File: src/design/bcc_cfg.svh
// Brake chopper control: widths, reset values and timing counts.
// Assumes inclusion by the package and the design module only.
`ifndef BCC_CFG_SVH
`define BCC_CFG_SVH
`define BCC_VOLT_W 16
`define BCC_CLK_MHZ 250
`define BCC_ON_LIMIT_S 3
// Longest On interval in cycles, 3 s at 250 MHz
`define BCC_ON_LIMIT_CYC (`BCC_ON_LIMIT_S * `BCC_CLK_MHZ * 1000000)
`define BCC_CNT_W 32
`define BCC_THR_RST 16'h0000
`endif

File: src/design/bcc_pkg.sv
// Brake chopper control types.
// Assumes bcc_cfg.svh is on the include path.
`include "bcc_cfg.svh"
package bcc_pkg;
    typedef enum logic [1:0] {BCC_IDLE, BCC_ON, BCC_FAULT} bcc_state_t;
    // Threshold pair loaded by configuration
    typedef struct packed {
        logic [`BCC_VOLT_W-1:0] engage;
        logic [`BCC_VOLT_W-1:0] release_;
    } bcc_thr_t;
    // Fault indications
    typedef struct packed {
        logic onTimeout;
        logic shuntOverpower;
    } bcc_fault_t;
endpackage : bcc_pkg

File: src/design/bcc_brake_chopper.sv
// Brake chopper control: hysteresis switch of the braking resistor,
// On interval timing and fault latching.
// Assumes bus voltage samples and resistor continuity are synchronous
// to mclk and in the same units as the thresholds.
`timescale 1ns/100ps
`include "bcc_cfg.svh"
module bcc_brake_chopper #(
    parameter int VOLT_W = `BCC_VOLT_W,
    parameter logic [`BCC_CNT_W-1:0] ON_LIMIT_CYC = `BCC_ON_LIMIT_CYC
) (
    input wire logic mclk,
    input wire logic srst,
    input wire logic [VOLT_W-1:0] busVolt,
    input wire bcc_pkg::bcc_thr_t thrIn,
    input wire logic thrLoad,
    input wire logic resistorPresent,
    input wire logic faultClear,
    output logic resistorOn,
    output logic motorEnable,
    output bcc_pkg::bcc_fault_t fault,
    output logic thrValid,
    output logic [`BCC_CNT_W-1:0] lastOnCycles
);

    // Stored threshold pair and its validity flag
    bcc_pkg::bcc_thr_t thr_r;
    bcc_pkg::bcc_thr_t thr_nxt;
    logic valid_r;
    logic valid_nxt;

    // Switching state of the resistor
    bcc_pkg::bcc_state_t state_r;
    bcc_pkg::bcc_state_t state_nxt;

    // Sticky fault indications
    bcc_pkg::bcc_fault_t fault_r;
    bcc_pkg::bcc_fault_t fault_nxt;

    // On interval timing: running count and last finished length
    logic [`BCC_CNT_W-1:0] onCnt_r;
    logic [`BCC_CNT_W-1:0] onCnt_nxt;
    logic [`BCC_CNT_W-1:0] last_r;
    logic [`BCC_CNT_W-1:0] last_nxt;

    // Decoded conditions shared by all groups
    logic thrOk;
    logic inIdle;
    logic inOn;
    logic inFault;
    logic engageHit;
    logic pathOpen;
    logic overLimit;
    logic goFault;
    logic reloadHit;
    logic endNormal;

    // Validity of the incoming pair; equal thresholds give no hysteresis
    assign thrOk = thrIn.release_ < thrIn.engage;

    // State decode, kept apart so every group reads the same view
    assign inIdle = (state_r == bcc_pkg::BCC_IDLE);
    assign inOn = (state_r == bcc_pkg::BCC_ON);
    assign inFault = (state_r == bcc_pkg::BCC_FAULT);

    // Engage only on a valid stored pair and not during a reload,
    // so a half-written pair can never close the switch
    assign engageHit = inIdle && valid_r && !thrLoad
        && (busVolt >= thr_r.engage);

    // Open path mid-brake: thermal switch tripped; highest priority
    assign pathOpen = inOn && !resistorPresent;

    // Interval too long; only counted while the path is intact
    assign overLimit = inOn && !pathOpen
        && (onCnt_r >= ON_LIMIT_CYC);

    // Either fault leaves the On state for the latched fault state
    assign goFault = pathOpen || overLimit;

    // Reload or invalid pair mid-brake opens the switch as a safe default
    assign reloadHit = inOn && !goFault && (!valid_r || thrLoad);

    // Normal end of an interval at the release threshold
    assign endNormal = inOn && !goFault && !reloadHit
        && (busVolt <= thr_r.release_);

    // Threshold group: next pair and validity
    always_comb begin
        thr_nxt = thr_r;
        valid_nxt = valid_r;
        if (thrLoad) begin
            thr_nxt = thrIn;
            valid_nxt = thrOk;
        end
    end

    // Threshold group: registers; zero pair is invalid after reset
    always_ff @(posedge mclk) begin
        if (srst) begin
            thr_r <= {`BCC_THR_RST, `BCC_THR_RST};
            valid_r <= 1'b0;
        end else begin
            thr_r <= thr_nxt;
            valid_r <= valid_nxt;
        end
    end

    // State group: hysteresis switching with fault latch
    always_comb begin
        state_nxt = state_r;
        unique case (state_r)
            bcc_pkg::BCC_IDLE: begin
                if (engageHit) begin
                    state_nxt = bcc_pkg::BCC_ON;
                end
            end
            bcc_pkg::BCC_ON: begin
                if (goFault) begin
                    state_nxt = bcc_pkg::BCC_FAULT;
                end else if (reloadHit || endNormal) begin
                    // Back to idle; may re-engage on the next edge
                    state_nxt = bcc_pkg::BCC_IDLE;
                end
            end
            bcc_pkg::BCC_FAULT: begin
                // Latched until explicitly cleared; switch stays open
                if (faultClear) begin
                    state_nxt = bcc_pkg::BCC_IDLE;
                end
            end
            // Unused code of the two-bit state falls back to idle
            default: state_nxt = bcc_pkg::BCC_IDLE;
        endcase
    end

    // State group: register
    always_ff @(posedge mclk) begin
        if (srst) begin
            state_r <= bcc_pkg::BCC_IDLE;
        end else begin
            state_r <= state_nxt;
        end
    end

    // Fault group: clear only in fault state, set wins over clear
    always_comb begin
        fault_nxt = fault_r;
        if (inFault && faultClear) begin
            fault_nxt = '0;
        end
        if (pathOpen) begin
            fault_nxt.shuntOverpower = 1'b1;
        end
        if (overLimit) begin
            fault_nxt.onTimeout = 1'b1;
        end
    end

    // Fault group: register
    always_ff @(posedge mclk) begin
        if (srst) begin
            fault_r <= '0;
        end else begin
            fault_r <= fault_nxt;
        end
    end

    // Timing group: count On cycles, record length on a normal end;
    // a cut interval (fault or reload) leaves the record untouched
    always_comb begin
        onCnt_nxt = onCnt_r;
        last_nxt = last_r;
        if (inOn) begin
            onCnt_nxt = onCnt_r + 32'h0000_0001;
        end else if (inIdle) begin
            onCnt_nxt = '0;
        end
        if (endNormal) begin
            last_nxt = onCnt_nxt;
        end
    end

    // Timing group: registers; the limit stops the count long
    // before it could wrap
    always_ff @(posedge mclk) begin
        if (srst) begin
            onCnt_r <= '0;
            last_r <= '0;
        end else begin
            onCnt_r <= onCnt_nxt;
            last_r <= last_nxt;
        end
    end

    // Outputs straight from state flops
    assign resistorOn = (state_r == bcc_pkg::BCC_ON);
    assign motorEnable = (state_r != bcc_pkg::BCC_FAULT);
    assign fault = fault_r;
    assign thrValid = valid_r;
    assign lastOnCycles = last_r;

endmodule : bcc_brake_chopper

File: config.mk
export PLATFORM = sky130hd
export DESIGN_NAME = bcc_brake_chopper
export DESIGN_NICKNAME = d
export VERILOG_FILES = /design/src/design/bcc_pkg.sv /design/src/design/bcc_brake_chopper.sv
export VERILOG_INCLUDE_DIRS = /design/src /design/src/design
export SDC_FILE = /design/constraint.sdc
export NUM_CORES = 1
export LEC_CHECK = 0
export ABC_AREA = 1
export BUFFER_PORTS_ARGS = -buffer_cell sky130_fd_sc_hd__buf_2
export CAP_MARGIN = 0
export CELL_PAD_IN_SITES_DETAIL_PLACEMENT = 0
export CELL_PAD_IN_SITES_GLOBAL_PLACEMENT = 1
export CORE_UTILIZATION = 43
export DETAILED_ROUTE_END_ITERATION = 10
export PLACE_DENSITY = 0.93
export SYNTH_ARGS = -nofsm -noshare
export SYNTH_HDL_FRONTEND = slang
export SYNTH_SLANG_ARGS = --single-unit
File: constraint.sdc
create_clock -name mclk -period 2.89 [get_ports mclk]
set_input_delay 0.1445 -clock mclk [delete_from_list [all_inputs] [get_ports mclk]]
set_output_delay 0.1445 -clock mclk [all_outputs]
set_load 0.05 [all_outputs]
==> metrics.md, run 1 <==
| Metric | Value |
|---|---|
| Yosys warns | `0` |
| Layout Utilization | `51.0%` |
| Initial DRT Pass Iterations | `5` |
| Fin Setup TNS | `0 ns` |
| Max Freq | `0.451 GHz` |
| Top FF cell, synth | `dfxtp_1` |
| Vias in the first global route | `between 5,000 and 6,000` |
| Total CTS buffers | `9` |
| Mean Syn Cell Area | `roughly 6.5 um2` |
| Post-synth EDFFs | `0` |
| Chip Height | `120 um` |
| Max_cap viols | `0` |
| Hold_buf cts | `0` |
| Endpoint class of the critical path | `flop` |
| CTS sink count | `around 100` |
| Rows | `42` |
| DR vias | `~5,700` |
| Initial antenna violation count | `0` |
| Worst setup SP type | `flop` |
| Tcrit/Tclk final | `76.7%` |
| Final instance area | `6810 um2` |
| Hold_sp | `thrIn[0]` |
| VDD IR-drop max | `about 0.36 mV` |
| R2R Setup Slk | `slightly below 0.7 ns` |
| Post-CTS setup buffers | `0` |
| Layout area overhead | `14.4%` |
| Crit path to | `lastOnCycles[20]` |
| Min-Delay Path Class | `primary input to flop` |
| Die area | `approximately 14,000 um2` |
| Yosys top cell area share | `roughly a third` |
| Worst-margin pin slew | `between 0.8 and 0.9 ns` |
| Fin. Hold Viols | `0` |
| Status | `complete, no violations` |
| Syn Nets | `around 1,000` |
| CTS tree | `yes` |
| Initial Utilization | `44.6%` |
| Layout Cells excl Fill | `1,175` |
| Overflow after GRT | `0` |
| Fraction of layout cells with a size suffix above 1 | `13.4%` |
| Largest net degree at the start of global routing | `65` |
| Setup Skew | `about 0.0054 ns` |
| R2R Path Start | `state_r[1]` |
| Cts repair resizes | `0` |
| Routed wire length | `roughly 15,000 um` |
| First-pass GRT wire length | `around 25,000 um` |
| Final min period | `between 2 and 2.5 ns` |
| Synth area leaders | `dfxtp_1 (34%), nand2_1 (14%), ha_1 (10%)` |
| Cell variety after synth | `34` |
| Vias/cell | `approximately 4.9` |
| Chip Width | `approximately 120 um` |
| Worst EP arrival | `~2.5 ns` |
| Root buf cell | `clkbuf_16` |
| Post-route DRC | `0` |
| Initial DRC Count | `approximately 240` |
| Final hold slack | `approximately 0.035 ns` |
| Placer Congestion | `just under 0.9` |
| Top-count cell post-synth | `nand2_1` |
| Final Net Count | `1,097` |
| WL/cell | `roughly 12 um` |
| Post-synthesis sequential area ratio | `34.0%` |
| # setup viols final | `0` |
| Leak pwr | `between 3 and 4 nW` |
| Total Routing Usage GR | `about 22%` |
| Kind of critical path | `flop to flop` |
| Cells after Synth | `920` |
| Placed Cells incl. Taps | `roughly 1,200` |
| Reg clk slew, reported paths | `approximately 0.070 ns` |
| Post-Syn Area | `5950 um2` |
| CTS Buffer Depth | `2` |
| Fillers | `about 1,500` |
| Worst Setup SP | `state_r[1]` |
| Req. time, crit path | `~3.1 ns` |
| Max Fanout on Critical Path | `38` |
| Share of synthesized registers carrying an async set or reset | `0%` |
| I/O pin count | `90` |
| Insertion delay to the later sink of the worst-skew pair | `around 0.36 ns` |
| Worst R2R Path Depth | `8` |
| I/O Buffers | `89` |
| Yosys reg bits | `101` |
| Remaining antenna violation count | `0` |
| DP HPWL | `between 10,000 and 15,000 um` |
| Critical R2R Capture | `lastOnCycles[20]` |
| Core Area | `~13,000 um2` |
| Placed cell areas | `approximately 6500 um2` |
| ANT cells | `0` |
| Synth area leader | `dfxtp_1` |
| Max Slew Vio Count | `0` |
| RSZ-0062 raised after global routing | `false` |
| H-tree depth | `3` |
| Synth top cells by count | `nand2_1 (226), nor2_1 (136), inv_1 (116)` |
| Slew headroom | `between 40 and 50%` |
| Pwr dens | `about 450 nW/um2` |
-- worst max-delay path, cell delays in order (launching register included) --
cell and delay [ns]:
dfxtp_1 0.47, nor2_8 0.31, inv_2 0.19, nor2_2 0.14, nand2_1 0.09, nor2_4 0.13, nand2_2 0.42, nor2_1 0.28
nor2_1 0.07
-- area by class of cell --
class                      instances  area (um2)  share of cell area, %
clock buffer                      10         239                   3.51
clock inverter                     5        58.8                  0.863
inverter                         132         495                   7.28
multi-input combinational        657        3290                   48.3
sequential                       101        2020                   29.7
tap                              176         220                   3.23
timing repair buffer              94         483                   7.09
-- logic make-up after synthesis --
kind of cell | Yosys count | synth area share [%]
simple gates | 463 | 32.4
buf+inv | 162 | 10.7
compound gates | 142 | 12.1
flops | 101 | 34.0
fa+ha+maj | 49 | 10.3
xor+xnor | 3 | 0.441
-- routing by layer --
| metal | vias up | wire [um] | global-route usage, % |
|---|---|---|---|
| met5 | - | 0 | 0 |
| met4 | 0 | 357 | 8.83 |
| met3 | 24 | 769 | 5.75 |
| met2 | 127 | 6660 | 35.6 |
| met1 | 2496 | 6860 | 27.6 |
| li1 | 3053 | - | - |
-- layout by cell type, fill, tap and decap left out, drive strengths merged --
cell type,instances
nand2,227
nor2,147
inv,129
dfxtp,101
buf,94
a21oi,88
nand3,62
ha,49
o21ai,49
nor3,11
clkbuf,10
nand4,6
nand3b,5
clkinv,5
nor4,2
xnor2,2
and2,2
clkinvlp,2
o22ai,1
a21o,1
and3,1
xor2,1
o21bai,1
o21a,1
o31a,1
bufinv,1
-- power breakdown --
part           total [mW]  switching [mW]  internal, mW
Sequential           1.44          0.0130          1.42
Combinational       0.342           0.214         0.128
Clock                1.25           0.560         0.692
-- flip-flops by register name, indices dropped and copies added, names as in the netlist --
signal	flops
lastOnCycles	32
state_r	2
fault	2
thrValid	1
onCnt_r	32
thr_r	32
-- worst min-delay path by stage --
stage / depth (start not counted) / endpoint
after floorplan: 2 / thr_r[0]
after global placement: 3 / thr_r[0]
after detailed placement: 3 / thr_r[0]
after CTS: 3 / thr_r[0]
after global routing: 3 / thr_r[0]
final: 3 / thr_r[0]
-- metrics by stage --
step	setup WS (ns)	power [mW]
detailed placement	0.682	1.81
floorplan	1.12	1.70
CTS	0.661	3.06
global placement	0.766	1.81
finish	0.673	3.03
global route	0.423	3.18
Note: power is estimated with default switching activity, not from simulation.
==> inputs of run 2 (changes only) <==
--- a/config.mk
+++ b/config.mk
@@ -11,9 +11,9 @@
 export CAP_MARGIN = 0
 export CELL_PAD_IN_SITES_DETAIL_PLACEMENT = 0
 export CELL_PAD_IN_SITES_GLOBAL_PLACEMENT = 1
-export CORE_UTILIZATION = 43
+export CORE_UTILIZATION = 40
 export DETAILED_ROUTE_END_ITERATION = 10
-export PLACE_DENSITY = 0.93
+export PLACE_DENSITY = 0.88
 export SYNTH_ARGS = -nofsm -noshare
 export SYNTH_HDL_FRONTEND = slang
 export SYNTH_SLANG_ARGS = --single-unit
==> constraint.sdc (replaced) <==
create_clock -name mclk -period 2.1 [get_ports mclk]
set_input_delay 0.105 -clock mclk [delete_from_list [all_inputs] [get_ports mclk]]
set_output_delay 0.105 -clock mclk [all_outputs]
set_load 0.05 [all_outputs]
==> metrics.md, run 2 (synthesis gave the netlist of run 1 again) <==
| Metric | Value |
|---|---|
| Status | `complete, no violations` |
| Worst Setup SP | `thr_r[7]` |
| Kind of critical path | `flop to flop` |
| Final Net Count | `about 1,100` |
| Leak pwr | `between 3 and 4 nW` |
| Fraction of layout cells with a size suffix above 1 | `~14%` |
| Placed Cells incl. Taps | `1,181` |
| Max Freq | `about 0.53 GHz` |
| Vias/cell | `4.81` |
| I/O pin count | `90` |
| CTS sink count | `about 100` |
| Max Fanout on Critical Path | `30` |
| R2R Path Start | `thr_r[7]` |
| Layout Utilization | `around half` |
| Reg clk slew, reported paths | `~0.070 ns` |
| Largest net degree at the start of global routing | `between 60 and 70` |
| Chip Width | `124 um` |
| Total CTS buffers | `9` |
| Commonest non-fill, non-tap cell in the layout | `nand2_1` |
| Min-Delay Path Class | `primary input to flop` |
| Initial DRC Count | `327` |
| Worst EP arrival | `between 2 and 2.5 ns` |
| Vias in the first global route | `5,342` |
| CTS Buffer Depth | `2` |
| WL/cell | `approximately 13 um` |
| Root buf cell | `clkbuf_16` |
| Endpoint class of the critical path | `flop` |
| H-tree depth | `3` |
| Clk pwr share | `slightly below 40%` |
| Post-route DRC | `0` |
| Initial DRT Pass Iterations | `5` |
| Remaining antenna violation count | `0` |
| Worst setup SP type | `flop` |
| VDD IR-drop max | `0.376 mV` |
| Chip Height | `124 um` |
| Rows | `44` |
| Fin. Hold Viols | `0` |
| Pwr dens | `roughly 580 nW/um2` |
| Net load switching power | `approximately 1.1 mW` |
| Int Power | `about 3 mW` |
| I/O Buffers | `between 80 and 90` |
| Routed wire length | `approximately 15,000 um` |
| Final Total Pwr | `4.06 mW` |
| Seq pwr share | `48.7%` |
| Slew headroom | `a little over two fifths` |
| Placer Congestion | `0.909` |
| Max Slew Vio Count | `0` |
| Worst-margin pin slew | `about 0.84 ns` |
| Total Routing Usage GR | `between 20% and 30%` |
| Final instance area | `7010 um2` |
| Fillers | `approximately 1,600` |
| Worst R2R Path Depth | `13` |
| Final min period | `1.90 ns` |
| # setup viols final | `0` |
| Switching Fraction | `a little over a quarter` |
| Core Area | `approximately 15,000 um2` |
| Die area | `around 15,000 um2` |
| RSZ-0062 raised after global routing | `true` |
| Setup Skew | `~0.0091 ns` |
| CTS tree | `yes` |
| ANT cells | `0` |
| R2R Setup Slk | `roughly 0.20 ns` |
| Tcrit/Tclk final | `90.7%` |
| Insertion delay to the later sink of the worst-skew pair | `0.36 ns` |
| DP HPWL | `11,600 um` |
| Initial antenna violation count | `0` |
| Layout Cells excl Fill | `approximately 1,200` |
| First-pass GRT wire length | `~25,000 um` |
| Fin Setup TNS | `0 ns` |
| Placed cell areas | `6670 um2` |
| Overflow after GRT | `0` |
| Layout area overhead | `17.7%` |
| DR vias | `between 5,000 and 6,000` |
| Max_cap viols | `0` |
| Initial Utilization | `41.0%` |
| Comb pwr share | `about an eighth` |
| Most frequent cells in the layout | `nand2_1 (226), nor2_1 (136), inv_1 (116), dfxtp_1 (101), buf_2 (89)` |
| Req. time, crit path | `2.40 ns` |
| Crit path to | `lastOnCycles[23]` |
| Critical R2R Capture | `lastOnCycles[23]` |
-- run 2: layer usage --
metal  global-route usage [%]  vias up  routed length, um
met5                        0        -                  0
met4                     7.51        0                281
met3                     4.58       16                739
met2                     35.6       98               7060
met1                     27.2     2554               7090
li1                         -     3116                  -
-- run 2: layout make-up --
class	instances	area [um2]	area share, %
multi-input cells	657	3300	47.1
flip-flops and latches	101	2020	28.9
repair buffers	113	691	9.86
inverters	132	495	7.07
clock buffers	12	246	3.52
well taps	184	230	3.29
clock inverters	4	23.8	0.339
-- run 2: timing repair --
| action | 4_1_cts | 5_1_grt |
|---|---|---|
| hold endpoints to repair | 6 | 0 |
| hold buffers | 6 | 0 |
| endpoints found under the setup margin | 0 | 2 |
| setup buffers | 0 | 0 |
| gates resized for setup | 0 | 1 |
-- run 2: worst min path at each step --
stage          slack (ns)  cells past startpoint  startpoint        end
2_1_floorplan        0.24                      2    thrIn[0]   thr_r[0]
3_5_place_dp         0.37                      3    thrIn[0]   thr_r[0]
4_1_cts             0.005                      3   thrIn[27]  thr_r[27]
5_1_grt              0.02                      3   thrIn[25]  thr_r[25]
3_3_place_gp         0.36                      3    thrIn[0]   thr_r[0]
6_report             0.01                      3   thrIn[25]  thr_r[25]
-- run 2: stage by stage --
stage	hold WS, ns	setup WS (ns)
after detailed placement	0.366	0.200
after global placement	0.363	0.228
after global routing	0.0195	-0.000669
after floorplan	0.240	0.331
after CTS	0.00498	0.183
final	0.0106	0.196
-- run 2: power by group through the flow --
| stage | logic [mW] | registers, mW | clock network [mW] |
|---|---|---|---|
| after floorplan | 0.318 | 2.03 | 0 |
| after global placement | 0.485 | 2.02 | 0 |
| after detailed placement | 0.487 | 2.02 | 0 |
| after CTS | 0.499 | 1.98 | 1.63 |
| after global routing | 0.575 | 1.98 | 1.71 |
| final | 0.493 | 1.98 | 1.59 |
-- run 2: critical path: stages, from the launching register on --
cell and delay [ns]:
dfxtp_1 0.31, inv_1 0.04, ha_1 0.28, nand2_1 0.07, nor2_1 0.16, nand4_1 0.13, nor2_1 0.13, inv_2 0.04
nand2_1 0.10, nand2_2 0.15, buf_12 0.20, nand2_1 0.07, nand2_1 0.05, nor2_1 0.09
==> inputs of run 3 (changes only) <==
--- a/config.mk
+++ b/config.mk
@@ -11,9 +11,11 @@
 export CAP_MARGIN = 0
 export CELL_PAD_IN_SITES_DETAIL_PLACEMENT = 0
 export CELL_PAD_IN_SITES_GLOBAL_PLACEMENT = 1
+export CORE_ASPECT_RATIO = 0.5
 export CORE_UTILIZATION = 40
 export DETAILED_ROUTE_END_ITERATION = 10
 export PLACE_DENSITY = 0.88
 export SYNTH_ARGS = -nofsm -noshare
 export SYNTH_HDL_FRONTEND = slang
 export SYNTH_SLANG_ARGS = --single-unit
+export TNS_END_PERCENT = 100
==> metrics.md, run 3 (synthesis gave the netlist of run 1 again) <==
| Metric | Value |
|---|---|
| Status | `complete, no violations` |
| DR vias | `approximately 5,900` |
| Hold_sp | `thrIn[0]` |
| Layout Cells excl Fill | `roughly 1,200` |
| I/O Buffers | `between 80 and 90` |
| Worst EP arrival | `approximately 2.2 ns` |
| Post-CTS setup buffers | `0` |
| Tcrit/Tclk final | `about 90%` |
| Endpoint class of the critical path | `flop` |
| H-tree depth | `3` |
| Overflow after GRT | `0` |
| Req. time, crit path | `2.35 ns` |
| Initial antenna violation count | `0` |
| Max Freq | `approximately 0.53 GHz` |
| Remaining antenna violation count | `0` |
| Min-Delay Path Class | `primary input to flop` |
| Final Net Count | `~1,100` |
| Initial Utilization | `a little over 40%` |
| Vias in the first global route | `5,359` |
| DP HPWL | `between 10,000 and 15,000 um` |
| WL/cell | `12.9 um` |
| Chip Height | `roughly 90 um` |
| Die area | `15,400 um2` |
| Placed Cells incl. Taps | `approximately 1,200` |
| FF/Latch Area | `roughly 2000 um2` |
| CTS sink count | `roughly 100` |
| Total CTS buffers | `9` |
| Routed wire length | `approximately 16,000 um` |
| Core Area | `~15,000 um2` |
| Fillers | `1,533` |
| Placer Congestion | `a little over 0.9` |
| Largest net degree at the start of global routing | `47` |
| Pwr dens | `slightly below 600 nW/um2` |
| CTS tree | `yes` |
| Post-route DRC | `0` |
| Hold_buf cts | `0` |
| Worst setup SP type | `flop` |
| Chip Width | `approximately 170 um` |
| Vias/cell | `a little under 5` |
| Commonest non-fill, non-tap cell in the layout | `nand2_1` |
| Worst Setup SP | `thr_r[7]` |
| Max Fanout on Critical Path | `25` |
| Total Routing Usage GR | `between 20% and 30%` |
| # setup viols final | `0` |
| Cts repair resizes | `0` |
| Final min period | `about 1.9 ns` |
| R2R Path Start | `thr_r[7]` |
| Slew headroom | `41.6%` |
| Most frequent cells in the layout | `nand2_1 (226), nor2_1 (136), inv_1 (116), dfxtp_1 (101), buf_2 (89)` |
| Area occupied by multi-input gates | `roughly 3300 um2` |
| I/O pin count | `90` |
| Max_cap viols | `0` |
| Root buf cell | `clkbuf_16` |
| Worst-margin pin slew | `about 0.9 ns` |
| Rows | `31` |
| Fin. Hold Viols | `0` |
| Reg clk slew, reported paths | `0.07 ns` |
| Kind of critical path | `flop to flop` |
| First-pass GRT wire length | `about 26,000 um` |
| Fin Setup TNS | `0 ns` |
| Fraction of layout cells with a size suffix above 1 | `14.2%` |
| RSZ-0062 raised after global routing | `false` |
| CTS Buffer Depth | `2` |
| Insertion delay to the later sink of the worst-skew pair | `0.35 ns` |
| VDD IR-drop max | `approximately 0.32 mV` |
| Leak pwr | `between 3 and 4 nW` |
| Initial DRT Pass Iterations | `5` |
| ANT cells | `0` |
| Layout area overhead | `15.9%` |
| Initial DRC Count | `around 360` |
| Setup Skew | `a little under 0.009 ns` |
| Max Slew Vio Count | `0` |
-- run 3: layer usage --
| layer | share of wire, % | global-route usage [%] | vias to the layer above |
|---|---|---|---|
| met1 | 49 | 27.6 | 2633 |
| met4 | 1.1 | 5.38 | 0 |
| met5 | 0 | 0 | - |
| met3 | 4.2 | 3.26 | 18 |
| li1 | - | - | 3083 |
| met2 | 46 | 35.5 | 126 |
-- run 3: final cells by class --
class / instances / area share, %
Tap cell: 198 / 3.59
Clock inverter: 6 / 0.671
Timing Repair Buffer: 103 / 8.22
Sequential cell: 101 / 29.3
Inverter: 132 / 7.18
Multi-Input combinational cell: 657 / 47.7
Clock buffer: 10 / 3.32
-- run 3: worst paths after layout --
kind / depth (start not counted) / slack, ns / to
setup / recovery: 12 / 0.20 / lastOnCycles[3]
hold / removal: 3 / 0.009 / thr_r[0]
setup reg to reg: 12 / 0.20 / lastOnCycles[3]
hold reg to reg: 2 / 0.45 / lastOnCycles[30]
-- run 3: worst max-delay path, stage by stage (launching register included) --
cell and delay (ns):
dfxtp_1 0.31, inv_1 0.05, ha_1 0.29, nand2_1 0.08, nor2_1 0.16, nand4_1 0.15
nor2_1 0.14, inv_2 0.04, nand2_1 0.14, buf_6 0.22, nand3_1 0.10, nand2_1 0.08
nor2_1 0.04
-- run 3: per-stage QoR --
step	utilization [%]	power, mW	area [um2]	worst slack [ns]	hold WS (ns)
after floorplan	-	2.34	5950	0.331	0.240
after global placement	45.6	2.50	6620	0.221	0.359
after detailed placement	45.6	2.51	6620	0.178	0.374
after CTS	47.5	4.12	6900	0.152	0.00257
after global routing	47.6	4.27	6900	0.0349	0.00533
final	47.6	4.08	6900	0.201	0.00946
-- run 3: report_power, final --
| group | switching (mW) | total, mW | internal (mW) |
|---|---|---|---|
| logic | 0.305 | 0.489 | 0.184 |
| registers | 0.0183 | 1.98 | 1.96 |
| clock network | 0.790 | 1.61 | 0.819 |
| total | 1.11 | 4.08 | 2.96 |
